### config.mk
export PLATFORM = sky130hd
export DESIGN_NAME = table_read_and_data_memory_access
export DESIGN_NICKNAME = d
export VERILOG_FILES = /design/src/hw/tdm_pkg.sv /design/src/hw/gp_ram.sv /design/src/hw/table_read_and_data_memory_access.sv
export VERILOG_INCLUDE_DIRS = /design/src /design/src/hw
export SDC_FILE = /design/constraint.sdc
export NUM_CORES = 1
export LEC_CHECK = 0
export BUFFER_PORTS_ARGS = -buffer_cell sky130_fd_sc_hd__buf_4
export CORE_ASPECT_RATIO = 1.2
export CORE_MARGIN = 8
export CORE_UTILIZATION = 30
export DETAILED_ROUTE_END_ITERATION = 8
export GPL_TIMING_DRIVEN = 0
export PLACE_DENSITY_LB_ADDON = 0.08
export SYNTH_ARGS = -nofsm -noshare
export SYNTH_HDL_FRONTEND = slang
export SYNTH_HIERARCHICAL = 1
export SYNTH_SLANG_ARGS = --single-unit
### constraint.sdc
create_clock -name CLK -period 6.7 [get_ports CLK]
set_clock_uncertainty 0.15 [all_clocks]
set_input_delay 0.67 -clock CLK [delete_from_list [all_inputs] [get_ports CLK]]
set_output_delay 0.67 -clock CLK [all_outputs]
set_load 0.01 [all_outputs]
### src/hw/tdm_defines.svh
// address map, field layout and timing constants for the table/data block
`ifndef TDM_DEFINES_SVH
`define TDM_DEFINES_SVH

// special-function register addresses
`define ADDR_IND0 8'h00
`define ADDR_PTR0 8'h01
`define ADDR_IND1 8'h02
`define ADDR_PTR1 8'h03
`define ADDR_BANKPTR 8'h04
`define ADDR_TPTR_LO 8'h07
`define ADDR_THI_LATCH 8'h08
`define ADDR_TPTR_HI 8'h09
`define ADDR_EEPROM_CTL 8'h40

// general purpose area, same offsets in each bank
`define GP_BASE 8'h80
`define GP_LIMIT 8'hbf
`define GP_IDX_W 6
`define RAM_AW 7

// one bit per special-function address that is not implemented
`define SFR_UNUSED_MAP 128'hffffff60_00002001_e0004030_20000000

// field layout
`define BANK_BIT 0
`define TPTR_HI_W 3
`define LAST_PAGE 3'h7
`define THI_USED_MASK 8'hff
`define PM_AW 11

// timing: four clocks form one instruction cycle
`define INSTR_CLKS 4
`define TBL_INSTR_CYCLES 2
`define TBL_CLKS (`TBL_INSTR_CYCLES * `INSTR_CLKS)
`define TBL_CNT_W 3
`define ZERO_BYTE 8'h00

`endif

### src/hw/tdm_pkg.sv
// types shared by the table read and data memory access logic
package tdm_pkg;
    typedef logic [7:0] byte_t;
    typedef enum logic [1:0] {SEL_ZERO, SEL_OWN, SEL_RAM, SEL_EXT} rsel_t;
    typedef enum logic [1:0] {TBL_IDLE, TBL_ISSUE, TBL_CAPTURE, TBL_HOLD}
        tbl_state_t;
endpackage

### src/hw/gp_ram.sv
// general purpose data memory array, both banks, synchronous read
`timescale 1ns/100ps
`include "tdm_defines.svh"
module gp_ram #(
    parameter int W = 8,
    parameter int AW = `RAM_AW
) (
    input wire logic clk,
    input wire logic we,
    input wire logic [AW-1:0] addr,
    input wire logic [W-1:0] wdata,
    output logic [W-1:0] rdata
);
    logic [W-1:0] mem [0:(1<<AW)-1];

    // read-before-write: a read in the write cycle sees the old byte
    always_ff @(posedge clk) begin
        if (we) begin
            mem[addr] <= wdata;
        end
        rdata <= mem[addr];
    end
endmodule

### src/hw/table_read_and_data_memory_access.sv
// table read address forming and banked data memory access for the core
`timescale 1ns/100ps
`include "tdm_defines.svh"
module table_read_and_data_memory_access (
    input wire logic CLK,
    input wire logic RST,
    input wire logic [7:0] DM_ADDR,
    input wire logic DM_RD,
    input wire logic DM_WR,
    input wire logic [7:0] DM_WDATA,
    output logic [7:0] RD_DATA,
    output logic RD_VALID,
    input wire logic TBL_REQ,
    input wire logic TBL_LAST,
    input wire logic [7:0] TBL_DEST,
    output logic [10:0] PM_ADDR,
    output logic PM_RD,
    input wire logic [15:0] PM_DATA,
    output logic TBL_BUSY,
    output logic TBL_DONE,
    output logic [7:0] EXT_ADDR,
    output logic EXT_BANK,
    output logic EXT_RD,
    output logic EXT_WR,
    output logic [7:0] EXT_WDATA,
    input wire logic [7:0] EXT_RDATA
);
    // pointer and table registers
    tdm_pkg::byte_t mp0_q, mp1_q, tplo_q, thi_q, dest_q;
    logic bp_q;
    logic [`TPTR_HI_W-1:0] tphi_q;

    // table sequencer
    tdm_pkg::tbl_state_t state_q, state_d;
    logic [`TBL_CNT_W-1:0] cnt_q, cnt_d;
    logic busy_q, done_q, pm_rd_q;
    logic [`PM_AW-1:0] pm_addr_q;

    // read pipeline and outward strobes
    logic rd1_q, rd_valid_q;
    tdm_pkg::rsel_t rsel_q;
    tdm_pkg::byte_t own_q, rd_data_q, ext_addr_q, ext_wdata_q;
    logic ext_bank_q, ext_rd_q, ext_wr_q;

    // access source: the table write-back owns the port in its cycle
    logic tbl_wb, tbl_accept, acc_wr, acc_rd;
    tdm_pkg::byte_t acc_addr, acc_wdata;
    assign tbl_wb = (state_q == tdm_pkg::TBL_CAPTURE);
    assign tbl_accept = TBL_REQ & ~busy_q;
    assign acc_addr = tbl_wb ? dest_q : DM_ADDR;
    assign acc_wdata = tbl_wb ? PM_DATA[7:0] : DM_WDATA;
    assign acc_wr = tbl_wb | (DM_WR & ~busy_q);
    assign acc_rd = DM_RD & ~busy_q;

    // indirect redirection and bank choice
    logic via0, via1, self_ind, eff_bank;
    tdm_pkg::byte_t eff;
    assign via0 = (acc_addr == `ADDR_IND0);
    assign via1 = (acc_addr == `ADDR_IND1);
    assign eff = via0 ? mp0_q : (via1 ? mp1_q : acc_addr);
    // direct and first pair stay in bank 0, and
    assign eff_bank = via1 & bp_q;
    assign self_ind = (via0 | via1) &
        ((eff == `ADDR_IND0) | (eff == `ADDR_IND1));

    // address decode; special registers sit from zero upward
    logic in_sfr, in_gp, is_eec, unused_sfr, is_own;
    logic [127:0] unused_map;
    tdm_pkg::rsel_t sel;
    assign in_sfr = ~eff[7];
    assign in_gp = (eff >= `GP_BASE) & (eff <= `GP_LIMIT);
    assign is_eec = (eff == `ADDR_EEPROM_CTL) & eff_bank;
    assign unused_map = `SFR_UNUSED_MAP; // a bare literal cannot be indexed
    assign unused_sfr = in_sfr & unused_map[eff[6:0]] & ~is_eec;
    assign is_own = (eff == `ADDR_PTR0) | (eff == `ADDR_PTR1) |
        (eff == `ADDR_BANKPTR) | (eff == `ADDR_TPTR_LO) |
        (eff == `ADDR_THI_LATCH) | (eff == `ADDR_TPTR_HI);
    // holes and self-pointing read as zero
    assign sel = (self_ind | unused_sfr | (~in_sfr & ~in_gp)) ?
        tdm_pkg::SEL_ZERO : (in_gp ? tdm_pkg::SEL_RAM :
        (is_own ? tdm_pkg::SEL_OWN : tdm_pkg::SEL_EXT));

    // per-register write strobes; the latch has none
    logic wr_own, wr_mp0, wr_mp1, wr_bp, wr_tplo, wr_tphi, wr_ram;
    assign wr_own = acc_wr & (sel == tdm_pkg::SEL_OWN);
    assign wr_mp0 = wr_own & (eff == `ADDR_PTR0);
    assign wr_mp1 = wr_own & (eff == `ADDR_PTR1);
    assign wr_bp = wr_own & (eff == `ADDR_BANKPTR);
    assign wr_tplo = wr_own & (eff == `ADDR_TPTR_LO);
    assign wr_tphi = wr_own & (eff == `ADDR_TPTR_HI);
    assign wr_ram = acc_wr & (sel == tdm_pkg::SEL_RAM);

    // own register read value; unimplemented bits read zero
    tdm_pkg::byte_t own_val;
    assign own_val =
        (eff == `ADDR_PTR0) ? mp0_q :
        (eff == `ADDR_PTR1) ? mp1_q :
        (eff == `ADDR_BANKPTR) ? {7'h00, bp_q} :
        (eff == `ADDR_TPTR_LO) ? tplo_q :
        (eff == `ADDR_THI_LATCH) ? thi_q :
        {{(8-`TPTR_HI_W){1'b0}}, tphi_q};

    // table address: last page forces the top bits
    logic [`PM_AW-1:0] tbl_addr;
    assign tbl_addr = {(TBL_LAST ? `LAST_PAGE : tphi_q), tplo_q};

    // pointer registers; bank 0 after reset
    always_ff @(posedge CLK) begin
        if (RST) begin
            mp0_q <= 8'h00;
            mp1_q <= 8'h00;
            bp_q <= 1'b0;
            tplo_q <= 8'h00;
            tphi_q <= 3'h0;
        end else begin
            if (wr_mp0) mp0_q <= acc_wdata;
            if (wr_mp1) mp1_q <= acc_wdata;
            if (wr_bp) bp_q <= acc_wdata[`BANK_BIT];
            if (wr_tplo) tplo_q <= acc_wdata;
            if (wr_tphi) tphi_q <= acc_wdata[`TPTR_HI_W-1:0];
        end
    end

    // high byte latch, loaded only by a table fetch
    always_ff @(posedge CLK) begin
        if (RST) begin
            thi_q <= 8'h00;
        end else if (tbl_wb) begin
            thi_q <= PM_DATA[15:8] & `THI_USED_MASK;
        end
    end

    // table sequencer: issue, capture, then hold out the second cycle
    always_comb begin
        state_d = state_q;
        cnt_d = (cnt_q == 3'h0) ? cnt_q : cnt_q - 3'h1;
        case (state_q)
            tdm_pkg::TBL_IDLE: begin
                if (tbl_accept) begin
                    state_d = tdm_pkg::TBL_ISSUE;
                    cnt_d = `TBL_CNT_W'(`TBL_CLKS - 1);
                end
            end
            tdm_pkg::TBL_ISSUE: state_d = tdm_pkg::TBL_CAPTURE;
            tdm_pkg::TBL_CAPTURE: state_d = tdm_pkg::TBL_HOLD;
            tdm_pkg::TBL_HOLD: begin
                if (cnt_q == 3'h0) state_d = tdm_pkg::TBL_IDLE;
            end
            default: state_d = tdm_pkg::TBL_IDLE;
        endcase
    end

    always_ff @(posedge CLK) begin
        if (RST) begin
            state_q <= tdm_pkg::TBL_IDLE;
            cnt_q <= 3'h0;
            busy_q <= 1'b0;
            done_q <= 1'b0;
        end else begin
            state_q <= state_d;
            cnt_q <= cnt_d;
            busy_q <= (state_d != tdm_pkg::TBL_IDLE);
            done_q <= (state_q == tdm_pkg::TBL_HOLD) & (cnt_q == 3'h1);
        end
    end

    // program memory request, one pulse per table read
    always_ff @(posedge CLK) begin
        if (RST) begin
            pm_rd_q <= 1'b0;
            pm_addr_q <= 11'h000;
            dest_q <= 8'h00;
        end else begin
            pm_rd_q <= tbl_accept;
            if (tbl_accept) begin
                pm_addr_q <= tbl_addr;
                dest_q <= TBL_DEST;
            end
        end
    end

    // general purpose storage; bank bit on top of the offset
    tdm_pkg::byte_t ram_rdata;
    gp_ram #(.W(8), .AW(`RAM_AW)) u_ram (
        .clk(CLK),
        .we(wr_ram),
        .addr({eff_bank, eff[`GP_IDX_W-1:0]}),
        .wdata(acc_wdata),
        .rdata(ram_rdata)
    );

    // outward strobes for registers kept elsewhere in the core
    always_ff @(posedge CLK) begin
        if (RST) begin
            ext_rd_q <= 1'b0;
            ext_wr_q <= 1'b0;
            ext_addr_q <= 8'h00;
            ext_bank_q <= 1'b0;
            ext_wdata_q <= 8'h00;
        end else begin
            ext_rd_q <= acc_rd & (sel == tdm_pkg::SEL_EXT);
            ext_wr_q <= acc_wr & (sel == tdm_pkg::SEL_EXT);
            ext_addr_q <= eff;
            ext_bank_q <= eff_bank;
            ext_wdata_q <= acc_wdata;
        end
    end

    // two-stage read: decode, then pick the source once ram has answered
    tdm_pkg::byte_t rd_mux;
    assign rd_mux =
        (rsel_q == tdm_pkg::SEL_OWN) ? own_q :
        (rsel_q == tdm_pkg::SEL_RAM) ? ram_rdata :
        (rsel_q == tdm_pkg::SEL_EXT) ? EXT_RDATA : `ZERO_BYTE;

    always_ff @(posedge CLK) begin
        if (RST) begin
            rd1_q <= 1'b0;
            rsel_q <= tdm_pkg::SEL_ZERO;
            own_q <= 8'h00;
            rd_valid_q <= 1'b0;
            rd_data_q <= 8'h00;
        end else begin
            rd1_q <= acc_rd;
            rsel_q <= sel;
            own_q <= own_val;
            rd_valid_q <= rd1_q;
            if (rd1_q) rd_data_q <= rd_mux;
        end
    end

    assign RD_DATA = rd_data_q;
    assign RD_VALID = rd_valid_q;
    assign PM_ADDR = pm_addr_q;
    assign PM_RD = pm_rd_q;
    assign TBL_BUSY = busy_q;
    assign TBL_DONE = done_q;
    assign EXT_ADDR = ext_addr_q;
    assign EXT_BANK = ext_bank_q;
    assign EXT_RD = ext_rd_q;
    assign EXT_WR = ext_wr_q;
    assign EXT_WDATA = ext_wdata_q;
endmodule

==> reports/qor.txt <==
=================================================================================
Placed Cells                                                                5,149
R2R Path Start                                                       state_q[0]$_SDFF_PP0_
Starting DRT DRC Count                                                      4,454
Register clock-pin slew on the reported worst setup and hold paths        0.06 ns
Total power divided by cell area                                      356 nW/um^2
Arrival time worst endpoint                                               7.29 ns
Endpoint kind of the worst setup timing path                                 flop
Synth Area in Adders                                                       0.220%
Core area                                                            150,000 um^2
Maximum number of pins on one net before global-route repair                   86
Global-route wire length before repair                                 312,000 um
Layout Nets                                                                 3,407
Number of remaining DRC errors                                                  0
Internal power consumption                                              12,900 uW
Delay contributed by the slowest stage of the critical path               0.79 ns
Max stage delay cell, worst path                                     sky130_fd_sc_hd__buf_2
Category of the most critical setup path                             flop to flop
Starting density of the core                                                30.2%
CTS tree                                                                    built
Share of the synthesized area in compound gates (AO/OA/AOI/OAI)             13.4%
Combined buffer and inverter count along the critical path                      7
Mean area per synthesized cell                                          14.8 um^2
Period utilization                                                           103%
Number of antenna violations at the first check in global routing              21
Setup TNS                                                               -0.763 ns
Ratio of cells with drive above 1 in the final layout                       19.9%
Max-cap violations                                                              5
Failing checks                                                       max-capacitance violations, max-slew violations, negative setup slack
Port buffer count                                                              95
Ordered list of cells on the worst path                              nand2b_1, buf_2, or4_1, a2bb2oi_1, nor2_1, inv_2, buf_6, buf_6, buf_6, buf_2, buf_2, o21ai_0, a21oi_1, nor4_1, a31oi_1, nand4_1
Fillers                                                                    14,300
Sequential power share                                                      41.6%
Nets in the synthesized netlist                                             3,124
Die outline width                                                          371 um
Time the final worst path needs with I/O delays and setup                 6.88 ns
Fraction of power consumed by the clock network                             36.7%
Endpoints failing hold                                                          0
Simple-Gate Fraction of Synth Area                                          6.81%
Number of buffers created by CTS                                              130
Number of global-route vias before repair                                  31,600
Worst hold-check path type                                           input port to flop
Multi-input gate area in the final layout                             11,400 um^2
Detail-routed via count per cell                                             6.05
Destination of the worst hold path                                   PM_ADDR[10]$_SDFFE_PP0P_
Proportion of netlist area held by the largest area contributor             67.7%
Final Wtd Congestion                                                        0.960
Worst Reg-to-Reg Cells                                                         16
Setup repair after global routing missed its margin                            no
Multiplexer share of the synthesized area                                   4.08%
Top_reg_cell synth                                                   sky130_fd_sc_hd__edfxtp_1
Total global routing track utilization                                      28.6%
Portion of the post-synthesis area used by sequential elements              72.5%
Count of antenna-violating nets left after detailed routing                     0
Leading post-synthesis cells by cell area                            sky130_fd_sc_hd__edfxtp_1 (68%), sky130_fd_sc_hd__dfxtp_1 (4.8%), sky130_fd_sc_hd__a221oi_1 (4.3%)
Finished Layout Cells                                                       5,422
Number of synthesized register bits                                         1,134
Run status                                                           complete, but fails checks
Area of the die                                                      164,000 um^2
Number of synthesis warnings                                                    6
Kind of launch point of the worst setup path                                 flop
Half-perimeter wire length after detailed placement                    164,000 um
Timing-limited maximum frequency                                          145 MHz
Area share of xor/xnor cells in the synthesized design                    0.0193%
Max FO, Critical Path                                                          10
Worst reg2reg setup slack                                                -0.18 ns
Slew Viols, Final                                                              33
Final Setup Violations                                                         27
Number of synthesized flops with an enable pin                              1,024
Clock Tree Buf Depth                                                            3
Skew-Pair Late Insertion Delay                                            0.81 ns
Largest area contributor in the synthesized netlist                  sky130_fd_sc_hd__edfxtp_1
Number of placed I/O pins                                                      96
Final hold slack                                                         0.169 ns
Destination of the worst register-to-register timing path            u_ram/rdata[0]$_DFF_P_
GR Overflow Total                                                               0
Area overhead of the layout relative to synthesis                           18.6%
Post-Synthesis Cell Area                                              45,400 um^2
Relative contribution of combinational cells to total power                 21.6%
Source of the worst hold timing path                                      TBL_REQ
Leakage power                                                           0.0172 uW
Combinational family with the most area after synthesis              compound AO/OA/AOI/OAI gates
Final wirelength                                                       242,000 um
Net switching power of the design                                         6270 uW
Detailed-route via count                                                   32,800
Measured slew at the worst slew-check pin                                 1.59 ns
Gate Count Post-Synth                                                       3,062
Number of unique standard cell types used by synthesis                         89
Tightest slew margin relative to the limit                                 -5.67%
Total number of H-tree levels                                                   4
Data required, critical path                                              7.11 ns
Hold Path Stages                                                                4
Worst IR Drop VDD                                                          316 uV
Row cnt                                                                       156
CTS Root Cell                                                        sky130_fd_sc_hd__clkbuf_16
CTS sink count                                                              1,134
Post-DR wirelength/cell                                                   44.6 um
Async S/R FF share, synth                                                      0%
Worst Setup Slack, final                                                -0.180 ns
Sw frac                                                                     32.7%
First-pass iteration count of the detailed router                               7
Die height                                                                 442 um
Cell family contributing the most delay on the critical path         buffers and inverters
Sequential cell area                                                  33,000 um^2
=================================================================================
==> routing by layer <==
metal	track usage, %	share of wire [%]	vias up	wire, um
met1	34.6	37	17300	89800
met3	5.86	8.4	578	20200
met5	0	0.030	-	72
met4	18.8	8.0	10	19400
li1	-	-	12800	-
met2	46.2	46	2079	112000
==> cells in the final DEF, fill, tap and decap left out, types with 31 or more instances in the layout <==
master and instances:
sky130_fd_sc_hd__a21oi_1 169, sky130_fd_sc_hd__mux2_2 69, sky130_fd_sc_hd__nand2_1 169, sky130_fd_sc_hd__nor3_1 36, sky130_fd_sc_hd__clkbuf_1 100, sky130_fd_sc_hd__a211oi_1 32, sky130_fd_sc_hd__edfxtp_1 1024, sky130_fd_sc_hd__dfxtp_1 110
sky130_fd_sc_hd__a22oi_1 87, sky130_fd_sc_hd__o22ai_1 34, sky130_fd_sc_hd__mux2i_1 77, sky130_fd_sc_hd__a221oi_1 220, sky130_fd_sc_hd__nor2_1 248, sky130_fd_sc_hd__clkbuf_2 31, sky130_fd_sc_hd__clkbuf_16 133, sky130_fd_sc_hd__nor2_2 42
sky130_fd_sc_hd__buf_2 86, sky130_fd_sc_hd__o21ai_0 81, sky130_fd_sc_hd__a22o_1 41, sky130_fd_sc_hd__buf_4 140
==> logic make-up (layout without fill, tap and decap cells) <==
family,Yosys count,in the layout
compound gates,823,823
xor+xnor,1,1
fa+ha+maj,8,8
buf+inv,264,647
flops,1134,1134
mux,162,162
other cells,0,2
simple gates,670,670
==> final cells by class <==
cell class / count / area share [%]
Sequential cell: 1134 / 61.2
Timing Repair Buffer: 153 / 2.63
Multi-Input combinational cell: 1664 / 21.2
Clock buffer: 173 / 6.49
Buffer: 236 / 2.45
Antenna cell: 2 / 0.00929
Inverter: 26 / 0.237
Tap cell: 1975 / 4.59
Clock inverter: 59 / 1.18
==> power by group through the flow <==
stage	Clock [uW]	Sequential [uW]	Combinational [uW]
floorplan	0	8150	1640
global placement	0	8210	3910
detailed placement	0	8130	3990
CTS	7160	7980	4020
global route	7400	7990	4100
finish	7050	7990	4140
==> through the flow <==
step	worst slack, ns	util (%)	instance area, um^2	power (uW)
after detailed placement	-1.92	32.6	49100	12100
after CTS	-0.232	35.7	53800	19200
after global routing	0.00305	35.8	53900	19500
after floorplan	2.18	-	45400	9790
after global placement	-1.98	32.3	48600	12100
final	-0.180	35.8	53900	19200
==> tightest hold or removal path, stage by stage <==
cell and delay (ns):
sky130_fd_sc_hd__buf_4 0.11, sky130_fd_sc_hd__nor2b_1 0.14, sky130_fd_sc_hd__nor2_1 0.08, sky130_fd_sc_hd__nor3_1 0.06
==> synthesized netlist by cell type (all sizes together), types with 7 or more instances <==
| master | n |
|---|---|
| edfxtp | 1024 |
| nor2 | 311 |
| a221oi | 224 |
| nand2 | 172 |
| a21oi | 169 |
| buf | 142 |
| dfxtp | 110 |
| clkbuf | 96 |
| a22oi | 88 |
| o21ai | 87 |
| mux2i | 77 |
| mux2 | 74 |
| nor3 | 44 |
| a22o | 41 |
| o22ai | 36 |
| a211oi | 32 |
| nor4 | 28 |
| nand3 | 27 |
| inv | 26 |
| a221o | 20 |
| o221ai | 20 |
| nor2b | 18 |
| o22a | 17 |
| o211ai | 14 |
| nand2b | 12 |
| nand4 | 12 |
| mux4 | 11 |
| a31oi | 10 |
| and2 | 10 |
| or4 | 9 |
| ha | 8 |
| or2 | 8 |
| o31ai | 7 |
| or3 | 7 |
==> registers in the layout, summed over array words and instances, names as in the netlist, 2 cells and up <==
name	cells
u_ram/mem	1024
PM_ADDR	11
EXT_ADDR	8
EXT_WDATA	8
RD_DATA	8
dest_q	8
mp0_q	8
mp1_q	8
own_q	8
thi_q	8
tplo_q	8
u_ram/rdata	8
cnt_q	3
tphi_q	3
rsel_q	2
state_q	2
==> worst max-delay path by stage <==
stage	start	end	slack, ns	cells past startpoint
2_1_floorplan	DM_ADDR[6]	u_ram/mem[72][0]$_DFFE_PP_	2.18	11
3_3_place_gp	DM_ADDR[6]	u_ram/mem[60][6]$_DFFE_PP_	-1.98	15
3_5_place_dp	DM_ADDR[6]	u_ram/mem[60][6]$_DFFE_PP_	-1.92	15
4_1_cts	state_q[0]$_SDFF_PP0_	u_ram/mem[14][7]$_DFFE_PP_	-0.23	15
5_1_grt	dest_q[0]$_SDFFE_PP0P_	u_ram/mem[26][4]$_DFFE_PP_	0.003	13
6_report	state_q[0]$_SDFF_PP0_	u_ram/rdata[0]$_DFF_P_	-0.18	16
==> timing repair <==
| action | in CTS | in global routing |
|---|---|---|
| buffers inserted | 23 | 0 |
| pin swaps | 21 | 0 |
| resized for setup | 81 | 28 |
| hold buffers | 18 | 0 |
| hold endpoints to repair | 19 | 0 |
| endpoints found under the setup margin | 668 | 218 |
(Power assumes the default switching activity.)
